`src/glue_pkg.sv`:
```
// shared constants for the board glue decoder
package glue_pkg;
  // oscillator divider: one counter, stage k gives osc / 2^(k+1)
  localparam int DIV_WIDTH = 3;
  localparam int DIV_HALF_BIT = 0;      // 8 MHz stage
  localparam int DIV_QUARTER_BIT = 1;   // 4 MHz stage
  localparam int DIV_EIGHTH_BIT = 2;    // 2 MHz stage

  // timing
  localparam int CORE_PERIOD_NS = 25;
  localparam int CPU_PERIOD_NS = 250;   // one processor wait state
  localparam int EPROM_ACCESS_NS = 450;
  // one wait state is a whole processor period, rounded up to core cycles
  localparam int WAIT_CYCLES = (CPU_PERIOD_NS + CORE_PERIOD_NS - 1) / CORE_PERIOD_NS;
  localparam logic [3:0] WAIT_LOAD = 4'(WAIT_CYCLES - 1);

  // memory map
  localparam int ROM_ADDR_BIT = 15;
  localparam int EPROM_EN_BIT = 6;

  // i/o register offsets
  localparam logic [7:0] BOARD_CONTROL_LATCH_OFS = 8'h00;
  localparam logic [7:0] PRINTER_DATA_LATCH_OFS = 8'h01;
  localparam logic [7:0] PRINTER_STROBE_SET_OFS = 8'h02;
  localparam logic [7:0] PRINTER_STROBE_CLEAR_OFS = 8'h03;
  localparam logic [7:0] JUMPER_ID_INPUT_OFS = 8'h29;

  // i/o group decode: match when (addr & mask) == value
  localparam logic [7:0] LOCAL_MASK = 8'hFB;    // bit 2 ignored
  localparam logic [7:0] SCSI_CS_MASK = 8'hF8;
  localparam logic [7:0] SCSI_CS_VAL = 8'h20;
  localparam logic [7:0] SCSI_PORT_MASK = 8'hF9;
  localparam logic [7:0] SCSI_DACK_VAL = 8'h28;
  localparam logic [7:0] GROUP_MASK = 8'hC0;
  localparam logic [7:0] COUNTER_TIMER_VAL = 8'h40;
  localparam logic [7:0] DUAL_SERIAL_VAL = 8'h80;
  localparam logic [7:0] FLOPPY_VAL = 8'hC0;
  localparam int CHAN_LSB = 4;           // counter-timer channel field

  // reset values
  localparam logic [7:0] BOARD_CONTROL_RESET = 8'h00;
  localparam logic [7:0] PRINTER_DATA_RESET = 8'h00;
  localparam logic PRINTER_STROBE_RESET = 1'b0;

  // wait-state sequencer, gray coded along idle -> stretch -> done
  typedef enum logic [1:0] {
    WS_IDLE = 2'b00,
    WS_STRETCH = 2'b01,
    WS_DONE = 2'b11
  } wait_state_t;
endpackage : glue_pkg

```
`src/board_glue_decoder.sv`:
```
// board glue: clock division, memory select, dram strobes and i/o decode
//
// Functional notes
// [RULE1] one binary counter divides the oscillator into half, quarter, eighth rates
// [RULE2] quarter rate clocks the processor, counter-timer and dual serial device
// [RULE3] half rate is the floppy controller master clock
// [RULE4] interrupt enables chain peripheral to peripheral; devices act only when enabled
// [RULE5] dram strobes come from quarter and half clocks, qualified by refresh
// [RULE6] processor supplies refresh addresses and timing; no refresh counter here
// [RULE7] memory access below 32K with latch bit 6 low selects eprom, else ram
// [RULE8] eprom selection triggers a wait state generator for slow eproms
// [RULE9] group 0000 0x decodes control, printer data, strobe set, strobe clear
// [RULE10] strobe-set port sets printer strobe, strobe-clear port clears it
// [RULE11] 0010 0xxx selects scsi controller, low three bits pick register
// [RULE12] 0010 1xx0 asserts scsi dma acknowledge for programmed transfers
// [RULE13] reads at 0010 1xx1 enable the jumper id buffer; input only
// [RULE14] 01xx xxxx selects counter-timer; address bits 5:4 pick channel
// [RULE15] 10xx xxxx selects the dual serial device
// [RULE16] 11xx xxxx selects the floppy controller
// [RULE17] unused groups produce no on-board select
// [RULE18] don't-care bits are ignored so devices alias within their group
// [RULE19] reset clears all board control latch bits, mapping the eprom in
// [RULE20] eprom enable bit high unmaps eprom, leaving all ram
// [RULE21] ram gets no wait states, eprom exactly one
// [RULE22] i/o selects only during i/o read or write, not memory or acknowledge
// [RULE23] all divided clocks come from one counter, phase aligned
`timescale 1ns/10ps
module board_glue_decoder
  import glue_pkg::*;
(
  input wire logic CORE_CLK_I,         // 40 MHz core clock
  input wire logic RSTN_I,             // async reset, active low
  input wire logic CE_I,               // clock enable, freezes state when low
  input wire logic OSC_16M_I,          // 16 MHz oscillator, sampled
  input wire logic [15:0] ADDR_I,      // processor address bus
  input wire logic [7:0] DATA_I,       // processor data bus in
  input wire logic MREQ_N_I,           // memory request, active low
  input wire logic IORQ_N_I,           // i/o request, active low
  input wire logic RD_N_I,             // read strobe, active low
  input wire logic WR_N_I,             // write strobe, active low
  input wire logic M1_N_I,             // opcode fetch / acknowledge, active low
  input wire logic RFSH_N_I,           // refresh cycle, active low
  input wire logic [7:0] JUMPER_ID_I,  // jumper id inputs
  input wire logic COUNTER_TIMER_IEO_I, // counter-timer interrupt enable out
  input wire logic SERIAL_IEO_I,       // serial device interrupt enable out
  output logic CLK_8M_O,               // half rate clock, floppy master clock
  output logic CLK_4M_O,               // quarter rate clock, cpu and peripherals
  output logic CLK_2M_O,               // eighth rate clock
  output logic [7:0] DATA_O,           // data bus drive for id reads
  output logic DATA_OE_O,              // data bus output enable, high drives
  output logic EPROM_SEL_N_O,          // eprom select, active low
  output logic RAM_SEL_N_O,            // ram select, active low
  output logic WAIT_N_O,               // processor wait, active low
  output logic RAS_N_O,                // dram row strobe, active low
  output logic CAS_N_O,                // dram column strobe, active low
  output logic ADDR_MUX_O,             // dram address mux, high = column
  output logic [7:0] BOARD_CTRL_O,     // board control latch outputs
  output logic [7:0] PRINTER_DATA_O,   // printer data latch
  output logic PRINTER_STROBE_O,       // printer data strobe flip-flop
  output logic SCSI_CS_N_O,            // scsi controller select, active low
  output logic SCSI_DACK_N_O,          // scsi dma acknowledge, active low
  output logic [2:0] SCSI_REG_O,       // scsi register index
  output logic ID_OE_N_O,              // id buffer enable, active low
  output logic COUNTER_TIMER_SEL_N_O,  // counter-timer select, active low
  output logic [1:0] COUNTER_TIMER_CHAN_O, // counter-timer channel
  output logic SERIAL_SEL_N_O,         // dual serial select, active low
  output logic FLOPPY_SEL_N_O,         // floppy controller select, active low
  output logic COUNTER_TIMER_IEI_O,    // counter-timer interrupt enable in
  output logic SERIAL_IEI_O,           // serial device interrupt enable in
  output logic EXP_IEI_O               // enable passed on to expansion bus
);

  logic osc_q_ff;
  logic osc_tick;
  logic [DIV_WIDTH-1:0] div_count;
  logic io_cycle;
  logic io_rd;
  logic io_wr;
  logic io_wr_q_ff;
  logic io_wr_edge;
  logic mem_cycle;
  logic rfsh_cycle;
  logic rom_hit;
  logic ram_acc;
  logic [7:0] io_addr;
  logic hit_local;
  logic hit_scsi_cs;
  logic hit_scsi_dack;
  logic hit_id;
  logic hit_counter_timer;
  logic hit_serial;
  logic hit_floppy;
  logic [7:0] board_ctrl_ff;
  logic [7:0] printer_data_ff;
  logic printer_strobe_ff;
  wait_state_t ws_ff;
  wait_state_t nxt_ws;
  logic [3:0] ws_cnt_ff;
  logic [3:0] nxt_ws_cnt;
  logic wait_n_ff;
  logic nxt_wait_n;

  // oscillator edge becomes a one-cycle tick for the divider
  always_ff @(posedge CORE_CLK_I or negedge RSTN_I) begin
    if (!RSTN_I) begin
      osc_q_ff <= 1'b0;
    end else if (CE_I) begin
      osc_q_ff <= OSC_16M_I;
    end
  end
  assign osc_tick = OSC_16M_I && !osc_q_ff;

  // single divide counter for all three clocks
  stage_counter #(
    .WIDTH(DIV_WIDTH)
  ) u_div (
    .clk_i(CORE_CLK_I),
    .rst_n_i(RSTN_I),
    .ce_i(CE_I),
    .tick_i(osc_tick),
    .count_o(div_count)
  ); // [RULE1] [RULE23]

  // clock outputs straight from the counter stages
  assign CLK_8M_O = div_count[DIV_HALF_BIT];     // [RULE3]
  assign CLK_4M_O = div_count[DIV_QUARTER_BIT];  // [RULE2]
  assign CLK_2M_O = div_count[DIV_EIGHTH_BIT];   // [RULE1]

  // bus cycle classification
  assign io_cycle = !IORQ_N_I && M1_N_I;          // excludes acknowledge [RULE22]
  assign io_rd = io_cycle && !RD_N_I;
  assign io_wr = io_cycle && !WR_N_I;
  assign io_wr_edge = io_wr && !io_wr_q_ff;
  assign mem_cycle = !MREQ_N_I && RFSH_N_I && (!RD_N_I || !WR_N_I);
  assign rfsh_cycle = !MREQ_N_I && !RFSH_N_I;    // processor-timed refresh [RULE6]
  assign rom_hit = mem_cycle && !ADDR_I[ROM_ADDR_BIT]
                   && !board_ctrl_ff[EPROM_EN_BIT]; // [RULE7] [RULE20]
  assign ram_acc = mem_cycle && !rom_hit;

  // address group decode on the low byte, don't-care bits masked
  assign io_addr = ADDR_I[7:0];
  assign hit_local = (io_addr & LOCAL_MASK & ~8'h03) == 8'h00;           // [RULE9] [RULE18]
  assign hit_scsi_cs = (io_addr & SCSI_CS_MASK) == SCSI_CS_VAL;          // [RULE11]
  assign hit_scsi_dack = (io_addr & SCSI_PORT_MASK) == SCSI_DACK_VAL;    // [RULE12]
  assign hit_id = (io_addr & SCSI_PORT_MASK) == JUMPER_ID_INPUT_OFS;     // [RULE13]
  assign hit_counter_timer = (io_addr & GROUP_MASK) == COUNTER_TIMER_VAL; // [RULE14]
  assign hit_serial = (io_addr & GROUP_MASK) == DUAL_SERIAL_VAL;         // [RULE15]
  assign hit_floppy = (io_addr & GROUP_MASK) == FLOPPY_VAL;              // [RULE16]

  // write edge detect so each output cycle acts once
  always_ff @(posedge CORE_CLK_I or negedge RSTN_I) begin
    if (!RSTN_I) begin
      io_wr_q_ff <= 1'b0;
    end else if (CE_I) begin
      io_wr_q_ff <= io_wr;
    end
  end

  // board control latch, cleared by reset
  always_ff @(posedge CORE_CLK_I or negedge RSTN_I) begin
    if (!RSTN_I) begin
      board_ctrl_ff <= BOARD_CONTROL_RESET; // [RULE19]
    end else if (CE_I && io_wr_edge && hit_local
                 && (io_addr[1:0] == BOARD_CONTROL_LATCH_OFS[1:0])) begin
      board_ctrl_ff <= DATA_I; // [RULE9]
    end
  end
  assign BOARD_CTRL_O = board_ctrl_ff;

  // printer data latch
  always_ff @(posedge CORE_CLK_I or negedge RSTN_I) begin
    if (!RSTN_I) begin
      printer_data_ff <= PRINTER_DATA_RESET;
    end else if (CE_I && io_wr_edge && hit_local
                 && (io_addr[1:0] == PRINTER_DATA_LATCH_OFS[1:0])) begin
      printer_data_ff <= DATA_I; // [RULE9]
    end
  end
  assign PRINTER_DATA_O = printer_data_ff;

  // printer strobe flip-flop, data written is ignored
  always_ff @(posedge CORE_CLK_I or negedge RSTN_I) begin
    if (!RSTN_I) begin
      printer_strobe_ff <= PRINTER_STROBE_RESET;
    end else if (CE_I && io_wr_edge && hit_local) begin
      if (io_addr[1:0] == PRINTER_STROBE_SET_OFS[1:0]) begin
        printer_strobe_ff <= 1'b1; // [RULE10]
      end else if (io_addr[1:0] == PRINTER_STROBE_CLEAR_OFS[1:0]) begin
        printer_strobe_ff <= 1'b0; // [RULE10]
      end
    end
  end
  assign PRINTER_STROBE_O = printer_strobe_ff;

  // peripheral chip selects, only in i/o read or write cycles
  always_ff @(posedge CORE_CLK_I or negedge RSTN_I) begin
    if (!RSTN_I) begin
      SCSI_CS_N_O <= 1'b1;
      SCSI_DACK_N_O <= 1'b1;
      SCSI_REG_O <= 3'h0;
      ID_OE_N_O <= 1'b1;
      COUNTER_TIMER_SEL_N_O <= 1'b1;
      COUNTER_TIMER_CHAN_O <= 2'h0;
      SERIAL_SEL_N_O <= 1'b1;
      FLOPPY_SEL_N_O <= 1'b1;
    end else if (CE_I) begin
      // unused groups match none of these and stay deselected [RULE17]
      SCSI_CS_N_O <= !((io_rd || io_wr) && hit_scsi_cs);      // [RULE11] [RULE22]
      SCSI_DACK_N_O <= !((io_rd || io_wr) && hit_scsi_dack);  // [RULE12]
      SCSI_REG_O <= io_addr[2:0];                             // [RULE11]
      ID_OE_N_O <= !(io_rd && hit_id);                        // [RULE13]
      COUNTER_TIMER_SEL_N_O <= !((io_rd || io_wr) && hit_counter_timer); // [RULE14]
      COUNTER_TIMER_CHAN_O <= io_addr[CHAN_LSB+1:CHAN_LSB];             // [RULE14]
      SERIAL_SEL_N_O <= !((io_rd || io_wr) && hit_serial);    // [RULE15]
      FLOPPY_SEL_N_O <= !((io_rd || io_wr) && hit_floppy);    // [RULE16]
    end
  end

  // jumper id buffer drives the data bus on reads only
  always_ff @(posedge CORE_CLK_I or negedge RSTN_I) begin
    if (!RSTN_I) begin
      DATA_O <= 8'h00;
      DATA_OE_O <= 1'b0;
    end else if (CE_I) begin
      DATA_O <= JUMPER_ID_I;
      DATA_OE_O <= io_rd && hit_id; // [RULE13]
    end
  end

  // interrupt daisy chain: counter-timer first, serial next, then expansion
  always_ff @(posedge CORE_CLK_I or negedge RSTN_I) begin
    if (!RSTN_I) begin
      COUNTER_TIMER_IEI_O <= 1'b1;
      SERIAL_IEI_O <= 1'b0;
      EXP_IEI_O <= 1'b0;
    end else if (CE_I) begin
      COUNTER_TIMER_IEI_O <= 1'b1;   // head of chain always enabled
      SERIAL_IEI_O <= COUNTER_TIMER_IEO_I; // [RULE4]
      EXP_IEI_O <= SERIAL_IEO_I;     // [RULE4]
    end
  end

  // memory selects
  always_ff @(posedge CORE_CLK_I or negedge RSTN_I) begin
    if (!RSTN_I) begin
      EPROM_SEL_N_O <= 1'b1;
      RAM_SEL_N_O <= 1'b1;
    end else if (CE_I) begin
      EPROM_SEL_N_O <= !rom_hit;     // [RULE7]
      RAM_SEL_N_O <= !ram_acc;       // [RULE7] [RULE20]
    end
  end

  // dram strobes: ras on access or refresh, column mux and cas once set hold to cycle end
  always_ff @(posedge CORE_CLK_I or negedge RSTN_I) begin
    if (!RSTN_I) begin
      RAS_N_O <= 1'b1;
      ADDR_MUX_O <= 1'b0;
      CAS_N_O <= 1'b1;
    end else if (CE_I) begin
      RAS_N_O <= !(ram_acc || rfsh_cycle);                               // [RULE5] [RULE6]
      ADDR_MUX_O <= ram_acc && !RAS_N_O
                    && (!div_count[DIV_QUARTER_BIT] || ADDR_MUX_O);      // [RULE5]
      CAS_N_O <= !(ram_acc && ADDR_MUX_O
                   && (!div_count[DIV_HALF_BIT] || !CAS_N_O));           // [RULE5]
    end
  end

  // wait-state sequencer: one processor period of stretch per eprom access
  always_comb begin
    nxt_ws = ws_ff;
    nxt_ws_cnt = ws_cnt_ff;
    nxt_wait_n = wait_n_ff;
    case (ws_ff)
      WS_IDLE: begin
        if (rom_hit) begin
          nxt_ws = WS_STRETCH;        // [RULE8]
          nxt_ws_cnt = WAIT_LOAD;
          nxt_wait_n = 1'b0;
        end
      end
      WS_STRETCH: begin
        if (ws_cnt_ff == 4'h0) begin
          nxt_ws = WS_DONE;           // exactly one wait state [RULE21]
          nxt_wait_n = 1'b1;
        end else begin
          nxt_ws_cnt = ws_cnt_ff - 4'h1;
        end
      end
      WS_DONE: begin
        if (!mem_cycle) begin
          nxt_ws = WS_IDLE;           // rearm once the cycle ends
        end
      end
      default: begin
        nxt_ws = WS_IDLE;
        nxt_wait_n = 1'b1;
      end
    endcase
  end

  // sequencer state
  always_ff @(posedge CORE_CLK_I or negedge RSTN_I) begin
    if (!RSTN_I) begin
      ws_ff <= WS_IDLE;
      ws_cnt_ff <= 4'h0;
      wait_n_ff <= 1'b1;
    end else if (CE_I) begin
      ws_ff <= nxt_ws;
      ws_cnt_ff <= nxt_ws_cnt;
      wait_n_ff <= nxt_wait_n;        // ram never waits [RULE21]
    end
  end
  assign WAIT_N_O = wait_n_ff;

endmodule : board_glue_decoder

```
`src/stage_counter.sv`:
```
// binary divide counter whose stages are the divided clocks
`timescale 1ns/10ps
module stage_counter #(
  parameter int WIDTH = 3
) (
  input wire logic clk_i,              // core clock
  input wire logic rst_n_i,            // async reset, active low
  input wire logic ce_i,               // clock enable
  input wire logic tick_i,             // one pulse per oscillator period
  output logic [WIDTH-1:0] count_o     // counter stages
);
  // every stage advances on the same tick, so edges stay aligned
  always_ff @(posedge clk_i or negedge rst_n_i) begin
    if (!rst_n_i) begin
      count_o <= '0;
    end else if (ce_i && tick_i) begin
      count_o <= count_o + WIDTH'(1);
    end
  end
endmodule : stage_counter

```
`config.mk`:
```
export PLATFORM = sky130hd
export DESIGN_NAME = board_glue_decoder
export DESIGN_NICKNAME = d
export VERILOG_FILES = /design/src/glue_pkg.sv /design/src/board_glue_decoder.sv /design/src/stage_counter.sv
export SDC_FILE = /design/constraint.sdc
export NUM_CORES = 1
export LEC_CHECK = 0
export ABC_AREA = 1
export BUFFER_PORTS_ARGS = -buffer_cell sky130_fd_sc_hd__buf_2
export CORE_MARGIN = 2
export CORE_UTILIZATION = 35
export DETAILED_ROUTE_END_ITERATION = 8
export HOLD_SLACK_MARGIN = 0.02
export SYNTH_ARGS = -nofsm -noshare
export SYNTH_HDL_FRONTEND = slang
export SYNTH_HIERARCHICAL = 1
export SYNTH_SLANG_ARGS = --single-unit
```
`constraint.sdc`:
```
create_clock -name CORE_CLK_I -period 2.8 [get_ports CORE_CLK_I]
set_input_delay 0 -clock CORE_CLK_I [delete_from_list [all_inputs] [get_ports CORE_CLK_I]]
set_output_delay 0 -clock CORE_CLK_I [all_outputs]
set_load 0.01 [all_outputs]
```
Yosys cells after proc, flatten, opt, wreduce, memory -nomap -nowiden
Index checks and enable logic that the tools add are counted.
{"block": "classes", "eq_ne": 15, "n_bitwise": 1, "reduce_logical": 64, "n_addsub": 2, "mux": 12}
{"operator": "1-bit logical AND", "count": 26}
{"operator": "1-bit logical NOT", "count": 23}
{"operator": "6-bit by 4-bit equality test with 1-bit output, second input constant", "count": 2}
{"operator": "4-bit AND reduction", "count": 3}
{"operator": "2-bit equality test, second input constant", "count": 5}
{"operator": "8-bit logical NOT", "count": 1}
{"operator": "4-bit two-way mux", "count": 2}
{"operator": "2-bit inequality test, second input constant", "count": 4}
{"operator": "4-bit one-hot mux with 2 select lines", "count": 1}
{"operator": "2-bit by 1-bit equality test with 1-bit output, second input constant", "count": 3}
{"operator": "2-bit two-way mux", "count": 3}
{"operator": "2-bit one-hot mux with 3 select lines", "count": 1}
{"operator": "5-bit by 3-bit equality test with 1-bit output, second input constant", "count": 1}
{"operator": "1-bit logical OR", "count": 5}
{"operator": "2-bit logical NOT", "count": 2}
{"operator": "4-bit logical NOT", "count": 1}
{"operator": "1-bit two-way mux", "count": 4}
{"operator": "2-bit nonzero test", "count": 2}
{"operator": "4-bit by 1-bit subtractor with 4-bit output, second input constant", "count": 1}
{"operator": "3-bit by 1-bit adder with 3-bit output, second input constant", "count": 1}
{"operator": "1-bit one-hot mux with 3 select lines", "count": 1}
{"operator": "2-bit AND reduction", "count": 1}
{"operator": "1-bit NOT", "count": 1}
{"block": "totals", "ff_bits": 56, "wordCells": 120, "in_bits": 44, "out_inout_bits": 49}

Depth between registers and ports, before layout
Gate-level depths: netlist of run 1.
{"block": "logic_depth", "ltp_word": 10, "depth_mapped": 9, "ltp_nobuf": 9}

Modules after synthesis
Netlist of run 1, hierarchy kept.
{"module": "board_glue_decoder", "cells_per_inst": 275, "seq_area_each_um2": 1340.0, "area_per_inst_um2": 2342.2, "n_inst": 1}
{"module": "stage_counter", "cells_per_inst": 18, "seq_area_each_um2": 75.1, "area_per_inst_um2": 147.6, "n_inst": 1}

Worst setup path before layout of run 1
Ideal clock, no wire load.
{"block": "synth_path", "path_kind": "register -> register", "startpoint": "reg io_wr_q_ff", "endpoint": "reg board_ctrl_ff[4], in the netlist BOARD_CTRL_O[4]", "path_buffers": 1, "period_less_slack_ps": 1309, "t_arrival_ps": 1188, "path_slack_ps": 1491, "t_required_ps": 2679, "stages_incl_launch_ff": 8, "cell_sequence": "dfrtp_1 nor2_1 nand2_1 nor2_1 nand3_4 buf_6 nand2_1 o21ai_1"}
{"block": "synth_via", "elab_chain_cells": 5}
{"element": "start: declaration", "line_no": "board_glue_decoder.sv:79", "text": "logic io_wr_q_ff;"}
{"element": "start signal: assignment", "line_no": "board_glue_decoder.sv:155", "text": "io_wr_q_ff <= io_wr;"}
{"element": "1-bit logical NOT", "line_no": "board_glue_decoder.sv:133", "text": "assign io_wr_edge = io_wr && !io_wr_q_ff;"}
{"element": "1-bit logical AND", "line_no": "board_glue_decoder.sv:133"}
{"element": "1-bit logical AND (2 in series)", "line_no": "board_glue_decoder.sv:163", "text": "end else if (CE_I && io_wr_edge && hit_local"}
{"element": "1-bit logical AND", "line_no": "board_glue_decoder.sv:164", "text": "&& (io_addr[1:0] == BOARD_CONTROL_LATCH_OFS[1:0])) begin"}
{"element": "end signal: assignment", "line_no": "board_glue_decoder.sv:162", "text": "board_ctrl_ff <= BOARD_CONTROL_RESET;"}
{"element": "end signal: assignment", "line_no": "board_glue_decoder.sv:165", "text": "board_ctrl_ff <= DATA_I;"}
{"element": "end: declaration", "line_no": "board_glue_decoder.sv:93", "text": "logic [7:0] board_ctrl_ff;"}
No other way between the ends.
A chain may end at the register's enable or synchronous reset.

Worst setup path after layout of run 1
{"block": "layout_path", "startpoint": "in CE_I", "endpoint": "reg printer_strobe_ff, in the netlist PRINTER_STROBE_O"}
{"block": "layout_via", "elab_chain_cells": 3}
{"element": "start: declaration", "line_no": "board_glue_decoder.sv:33", "text": "input wire logic CE_I,"}
{"element": "1-bit logical AND (2 in series)", "line_no": "board_glue_decoder.sv:185", "text": "end else if (CE_I && io_wr_edge && hit_local) begin"}
{"element": "2-bit AND reduction (no source line)"}
{"element": "end signal: assignment", "line_no": "board_glue_decoder.sv:184", "text": "printer_strobe_ff <= PRINTER_STROBE_RESET;"}
{"element": "end signal: assignment", "line_no": "board_glue_decoder.sv:187", "text": "printer_strobe_ff <= 1'b1;"}
{"element": "end signal: assignment", "line_no": "board_glue_decoder.sv:189", "text": "printer_strobe_ff <= 1'b0;"}
{"element": "end: declaration", "line_no": "board_glue_decoder.sv:95", "text": "logic printer_strobe_ff;"}
No other way between the ends.

==> run summary, run 1 <==
Clock transition at path regs -> 100 ps
placed insts -> 467
HP Start -> ADDR_I[3]
top post-synthesis cells by area -> dfrtp_1, nand2_1, dfstp_2
I/O Buffers -> 84
initial antenna violation count -> 0
Comb power frac -> 0.284
CP Buf/Inv Count -> 4
slew at the pin closest to its max-slew limit -> 773.9 ps
total track usage -> 0.1608
setup violators final -> 0
CTS sink count -> 56
P_leak -> 1.853 nW
routed wire length -> 5.828 mm
post-CTS setup buffers -> 0
CORE AREA -> 6832 um^2
grt ovf -> 0
Worst setup EP type -> register
via/cell ratio -> 4.335
Layout Utilization -> 0.5068
Via Count -> 2224
Crit. Startpoint -> CE_I
die height -> 88.35 um
worst r2r src -> io_wr_q_ff$_DFFE_PN0P_
# DRC -> 0
fmax -> 477.8 MHz
internal power -> 1.343 mW
Max IR drop VDD -> 0.2419 mV
Synthesized Nets -> 340
Post-synth EDFFs -> 0
Critical Path RT -> 3000 ps
Worst R2R Setup Slack -> 960 ps
min-delay worst type -> input pin to register
NetSw -> 0.6835 mW
fin nets -> 463
Syn-to-layout area delta -> 39.05%
synthesis warning total -> 6
max-slew violation count -> 0
largest net degree at the start of global routing -> 36
Max-Slew Margin vs Limit -> 0.4840
Root Driver -> clkbuf_8
Synth async-reset ratio -> 1.000
Critical Path Slowest Stage Cell -> dlygate4sd3_1
# diodes -> 0
die area -> 7805 um^2
most frequent CP cell -> dlygate4sd3_1
cell with the most instances after synthesis -> nand2_1
Largest delay share family, worst path -> buffers and inverters
syn_area_per_cell -> 8.498 um^2
Seq pwr share -> 0.495
crit path cell chain -> dlygate4sd3_1 -> buf_2 -> inv_2 -> or2_4 -> nor2_8 -> nand3_1 -> nand2_1 -> o21ai_0 -> dlygate4sd3_1
GP Congestion -> 0.8201
dominant synthesized flop cell -> dfrtp_1
hold violation count in the final report -> 0
status -> finished, final reports clean
Mapped Cells -> 293
Clk Latency, worst-skew pair -> 310 ps
switch share -> 0.3373
RSZ-0062 raised after global routing -> false
first-pass GRT wire length -> 9.901 mm
#FFs+latches synth -> 56
clock skew -> 5.301 ps
clock power share -> 0.221
Max Cap Viol -> 0
drt initial violations -> 119
I/O pin cnt -> 93
synthesized cell area -> 2490 um^2
share of the synthesized area in the top cell type -> 0.4523
H-Tree Depth -> 2
vias in the first global route -> 2191
Final period util -> 0.7474
Seq/Total Area, Yosys -> 0.5683
Final HPWL DP -> 3.961 mm
worst path arrival time -> 2300 ps
Clock Tree Buf Depth -> 2
Distinct cells, synth -> 28
share of layout cells above drive strength 1 -> 0.2638
Avg WL per Cell -> 11.36 um
Crit path largest cell delay -> 550 ps
Min Clock Period, post-route -> 2093 ps
crit path max fanout -> 32
Die W -> 88.35 um
Critical Path Start Type -> input pin
Detailed Routing Iterations Pass 1 -> 4
Final Total Pwr -> 2.026 mW
kind of critical path -> input pin to register
antenna-violating nets left -> 0
post-synth top area cell -> dfrtp_1
Pwr Density -> 585.3 nW/um^2
initial core utilization -> 0.3645
Layout Cells excl Fill -> 513
clock buffer count from CTS -> 5
row count -> 30
CTS tree -> built
Setup TNS -> 0 ps
Synth top cells by count -> nand2_1, dfrtp_1, inv_1, nor2_1, o21ai_1
==> repair_timing <==
item / 4_1_cts / 5_1_grt
gates resized for setup: 0 / 0
hold endpoints to repair: 61 / 0
hold buffers: 38 / 0
==> state kept, by name, indices dropped and copies added, names as in the netlist, 2 cells and up <==
signal	cells
BOARD_CTRL_O	8
COUNTER_TIMER_CHAN_O	2
DATA_O	8
PRINTER_DATA_O	8
SCSI_REG_O	3
u_div/count_o	3
ws_cnt_ff	4
ws_ff	2
==> power groups by stage <==
| stage | combinational, mW | sequential, mW | clock (mW) |
|---|---|---|---|
| 3_5_place_dp | 0.539 | 1.02 | 0 |
| 4_1_cts | 0.581 | 1.00 | 0.469 |
| 5_1_grt | 0.680 | 1.02 | 0.495 |
| 3_3_place_gp | 0.528 | 1.01 | 0 |
| 2_1_floorplan | 0.333 | 1.04 | 0 |
| 6_report | 0.575 | 1.00 | 0.448 |
==> kinds of logic after synthesis <==
family	count (synthesis)	share of synthesized area
and+or+nand+nor	161	0.2759
DFF	56	0.5683
buffers and inverters	38	0.06482
AOI/OAI and AO/OA	33	0.07086
adders and majority gates	3	0.01508
xor gates and xnor gates	1	0.003518
other	1	0.001506
==> worst reg2reg max path, delay by kind of cell (launching register included) <==
family | cells | cell delay [ps]
AOI/OAI and AO/OA | 1 | 70
buffers and inverters | 1 | 550
DFF | 1 | 400
and+or+nand+nor | 5 | 710
==> worst paths after layout <==
kind,cells after the start,to
max,9,PRINTER_STROBE_O$_DFFE_PN0P_
min,3,SCSI_CS_N_O$_DFFE_PN1P_
max reg2reg,7,PRINTER_STROBE_O$_DFFE_PN0P_
min reg2reg,2,WAIT_N_O$_DFFE_PN1P_
max in group asynchronous,3,PRINTER_DATA_O[3]$_DFFE_PN0P_
min in group asynchronous,2,u_div/count_o[2]$_DFFE_PN0P_
==> stage by stage <==
step	hold WS [ps]	area (um^2)	setup WS, ps
final	29.56	3462	707.2
after global routing	44.93	3462	591.0
after CTS	23.15	3462	725.0
after detailed placement	132.5	2997	1313
after global placement	136.9	2997	1338
after floorplan	-295.6	2490	1491
==> per-layer routing <==
metal  vias up  GRT usage  part of all wire
li1       1166          -                 -
met1       993     0.2053              0.48
met2        57     0.2796              0.46
met3         8    0.02705             0.049
met4         0    0.04959             0.013
met5         -          0                 0
==> cells in the final DEF, fill, tap and decap left out, drive strengths merged <==
cell type    count
nor2            23
o21ai           28
or2              1
clkbuf           7
dfrtp           45
nand4            2
buf             86
nor3             5
o22ai            1
conb             1
ha               3
nand3           13
o211ai           1
dlygate4sd3     38
o22a             1
inv             31
xnor2            1
a21oi            2
nor2b            1
nand2          115
dfstp           11
nand3b           1
==> final cells by class <==
| cell class | count | area (um^2) |
|---|---|---|
| well taps | 96 | 120.1 |
| clock inverters | 1 | 8.758 |
| fillers | 692 | 3369 |
| flip-flops and latches | 56 | 1415 |
| clock buffers | 7 | 76.32 |
| multi-input cells | 199 | 913.4 |
| inverters | 30 | 112.6 |
| repair buffers | 124 | 815.8 |
Note: power is estimated with default switching activity, not from simulation.
==> inputs of run 2 (changes only) <==
- ABC_AREA: 1 -> 0
- clock period: 2.8 -> 2.1 ns (I/O delays scaled with it)
==> run 2 against run 1 <==
- final cell count decreased by 26%
- combinational power is 15% higher
- synthesized area fell by 4.2%
- via count shrank 18%
- non-clock buffer count shrank 3
- setup slack worse by 440 ps
- final area down 3.2%
- critical path type unchanged
- largest cell class unchanged
==> run summary, run 2 <==
Pwr Density -> 804.5 nW/um^2 (+37%)
hold violation count in the final report -> 0 (unchanged)
Max Cap Viol -> 0 (unchanged)
DRT met1 WL -> 2.284 mm (-18%)
post-synth top area cell -> dfrtp_1
Clock transition at path regs -> 100 ps (about the same)
clock skew -> 8.996 ps (+3.696 ps)
Avg WL per Cell -> 13.59 um (+20%)
Detailed Routing Iterations Pass 1 -> 6 (+2)
Seq/Total Area, Yosys -> 0.5934 (+0.02505)
synthesized cell area -> 2385 um^2 (-4.2%)
Final period util -> 0.8732
P_leak -> 1.629 nW (-12%)
Layout Utilization -> 0.5015 (-0.005279)
min-delay worst type -> input pin to register
worst path arrival time -> 2030 ps (-270 ps)
Distinct cells, synth -> 40 (+43%)
most common cell after layout, fill and taps aside -> buf_2
# DRC -> 0 (unchanged)
GP Congestion -> 0.7079 (-14%)
via/cell ratio -> 4.777 (+10%)
H-Tree Depth -> 2 (unchanged)
CORE AREA -> 6681 um^2 (-2.2%)
WL met2 -> 2.472 mm (-8.2%)
top post-synthesis cells by area -> dfrtp_1, mux2_2, dfstp_2
Setup TNS -> 0 ps (unchanged)
first-pass GRT wire length -> 8.687 mm (-12%)
RSZ-0062 raised after global routing -> false
syn_area_per_cell -> 13.47 um^2 (+59%)
Max Used Layer -> met4
share of layout cells above drive strength 1 -> 0.4950 (+0.2312)
post-CTS setup buffers -> 0 (unchanged)
slew at the pin closest to its max-slew limit -> 596.3 ps (-177.7 ps)
total track usage -> 0.1458 (-0.01501)
Clk Latency, worst-skew pair -> 310 ps (about the same)
routed wire length -> 5.179 mm (-11%)
antenna-violating nets left -> 0 (unchanged)
drt initial violations -> 64 (-46%)
grt ovf -> 0 (unchanged)
setup ws final -> 266.3 ps (-440.9 ps)
most frequent cells in the layout -> buf_2, dfrtp_1, mux2_2, dlygate4sd3_1, dfstp_2
Final HPWL DP -> 3.695 mm (-6.7%)
die area -> 7490 um^2 (-4.0%)
Critical Path RT -> 2300 ps (-700 ps)
initial antenna violation count -> 0 (unchanged)
placed insts -> 340 (-27%)
Min Clock Period, post-route -> 1834 ps
Max-Slew Margin vs Limit -> 0.6025 (+0.1184)
crit path max fanout -> 8 (-75%)
Synth async-reset ratio -> 1.000 (unchanged)
initial core utilization -> 0.3569 (-0.007540)
CTS tree -> built
Synthesized Nets -> 224 (-34%)
largest net degree at the start of global routing -> 38 (+5.6%)
max-slew violation count -> 0 (unchanged)
vias in the first global route -> 1906 (-13%)
Clock Tree Buf Depth -> 2 (unchanged)
Max IR drop VDD -> 0.3107 mV (+28%)
#FFs+latches synth -> 56 (unchanged)
Post-synth EDFFs -> 0 (unchanged)
I/O pin cnt -> 93 (unchanged)
area of the multi-input gates -> 913.4 um^2 (unchanged)
placed instance area -> 2913 um^2 (-2.8%)
fillcell total -> 625 (-9.7%)
fin nets -> 347 (-25%)
# diodes -> 0 (unchanged)
clock buffer count from CTS -> 5 (unchanged)
Die W -> 86.55 um (-2.0%)
Final Total Pwr -> 2.696 mW (+33%)
synthesis warning total -> 6 (unchanged)
Via Count -> 1820 (-18%)
CTS sink count -> 56 (unchanged)
Final Cell Area -> 3351 um^2 (-3.2%)
Critical Path Start Type -> input pin
setup violators final -> 0 (unchanged)
met3 WL -> 364 um (+29%)
I/O Buffers -> 84 (unchanged)
Syn-to-layout area delta -> 40.50%
hold_ws -> 35.76 ps (+6.195 ps)
cell with the most instances after synthesis -> dfrtp_1
fmax -> 545.3 MHz
status -> finished, final reports clean
kind of critical path -> input pin to register
Setup Slack @ Placement -> 321.9 ps (-991.1 ps)
Layout Cells excl Fill -> 381 (-26%)
post-cts resize count -> 0 (unchanged)
Root Driver -> clkbuf_8
dominant synthesized flop cell -> dfrtp_1
Worst setup EP type -> register
row count -> 30 (unchanged)
Synth top cells by count -> dfrtp_1, mux2_2, dfstp_2, inv_1, nand2_1
register area -> 1415 um^2 (unchanged)
die height -> 86.55 um (-2.0%)
share of the synthesized area in the top cell type -> 0.4722 (+0.01993)
Mapped Cells -> 177 (-40%)
==> run 2: cell types whose count changed in the layout (fill, tap and decap cells not counted), moves of 3 or more <==
cell	change
nand2_1	-105
dlygate4sd3_1	-5
nand3_1	-9
mux2_2	+37
o32a_1	+3
nand3b_1	+3
nor2_1	-16
o21ai_1	-16
o21ai_0	-9
nand2b_1	+4
xnor2_1	+3
inv_1	-20
==> run 2: kinds of logic (layout without fill, tap and decap cells) <==
group                      after synthesis  after routing  share of synthesized area
muxes                                   39             39                     0.1852
buffers and inverters                   14            138                    0.02361
other                                    1              1                   0.001572
adders and majority gates                3              3                    0.01574
xor gates and xnor gates                 4              4                    0.01469
AOI/OAI and AO/OA                       21             21                    0.06453
and+or+nand+nor                         39             39                     0.1013
DFF                                     56             56                     0.5934
==> run 2: what timing repair did <==
action | in CTS | in global routing
hold endpoints to repair | 52 | 0
setup endpoints to repair | 0 | 0
hold buffers | 33 | 0
==> run 2: final timing paths <==
check	endpoint	slack (ps)	start	cells past startpoint
setup / recovery	BOARD_CTRL_O[0]$_DFFE_PN0P_	270	ADDR_I[6]	6
hold / removal	DATA_OE_O$_DFFE_PN0P_	40	RD_N_I	3
setup reg to reg	BOARD_CTRL_O[0]$_DFFE_PN0P_	350	io_wr_q_ff$_DFFE_PN0P_	4
hold reg to reg	u_div/count_o[2]$_DFFE_PN0P_	480	u_div/count_o[2]$_DFFE_PN0P_	1
max in group asynchronous	u_div/count_o[1]$_DFFE_PN0P_	1200	RSTN_I	3
min in group asynchronous	COUNTER_TIMER_CHAN_O[0]$_DFFE_PN0P_	230	RSTN_I	2
==> run 2: routing by layer <==
metal	global-route usage	vias up
li1	-	874
met1	0.1747	880
met2	0.2497	60
met3	0.05238	6
met4	0.03693	0
met5	0	-
==> run 2: area by class of cell <==
| class | instances | share of cell area |
|---|---|---|
| Sequential cell | 56 | 0.4223 |
| Multi-Input combinational cell | 107 | 0.2726 |
| Timing Repair Buffer | 121 | 0.2330 |
| Tap cell | 80 | 0.02987 |
| Clock buffer | 6 | 0.02166 |
| Clock inverter | 2 | 0.01046 |
| Inverter | 9 | 0.01008 |
==> run 2: power by group <==
group          internal [mW]  switching, mW  total [mW]
clock network          0.355          0.341       0.696
logic                  0.370          0.291       0.661
registers               1.23          0.110        1.34
==> run 2: critical path: stages <==
cell and delay [ps]:
dlygate4sd3_1 540, buf_2 150, nor3_2 220, and4bb_2 300
nor3b_4 430, mux2_2 390
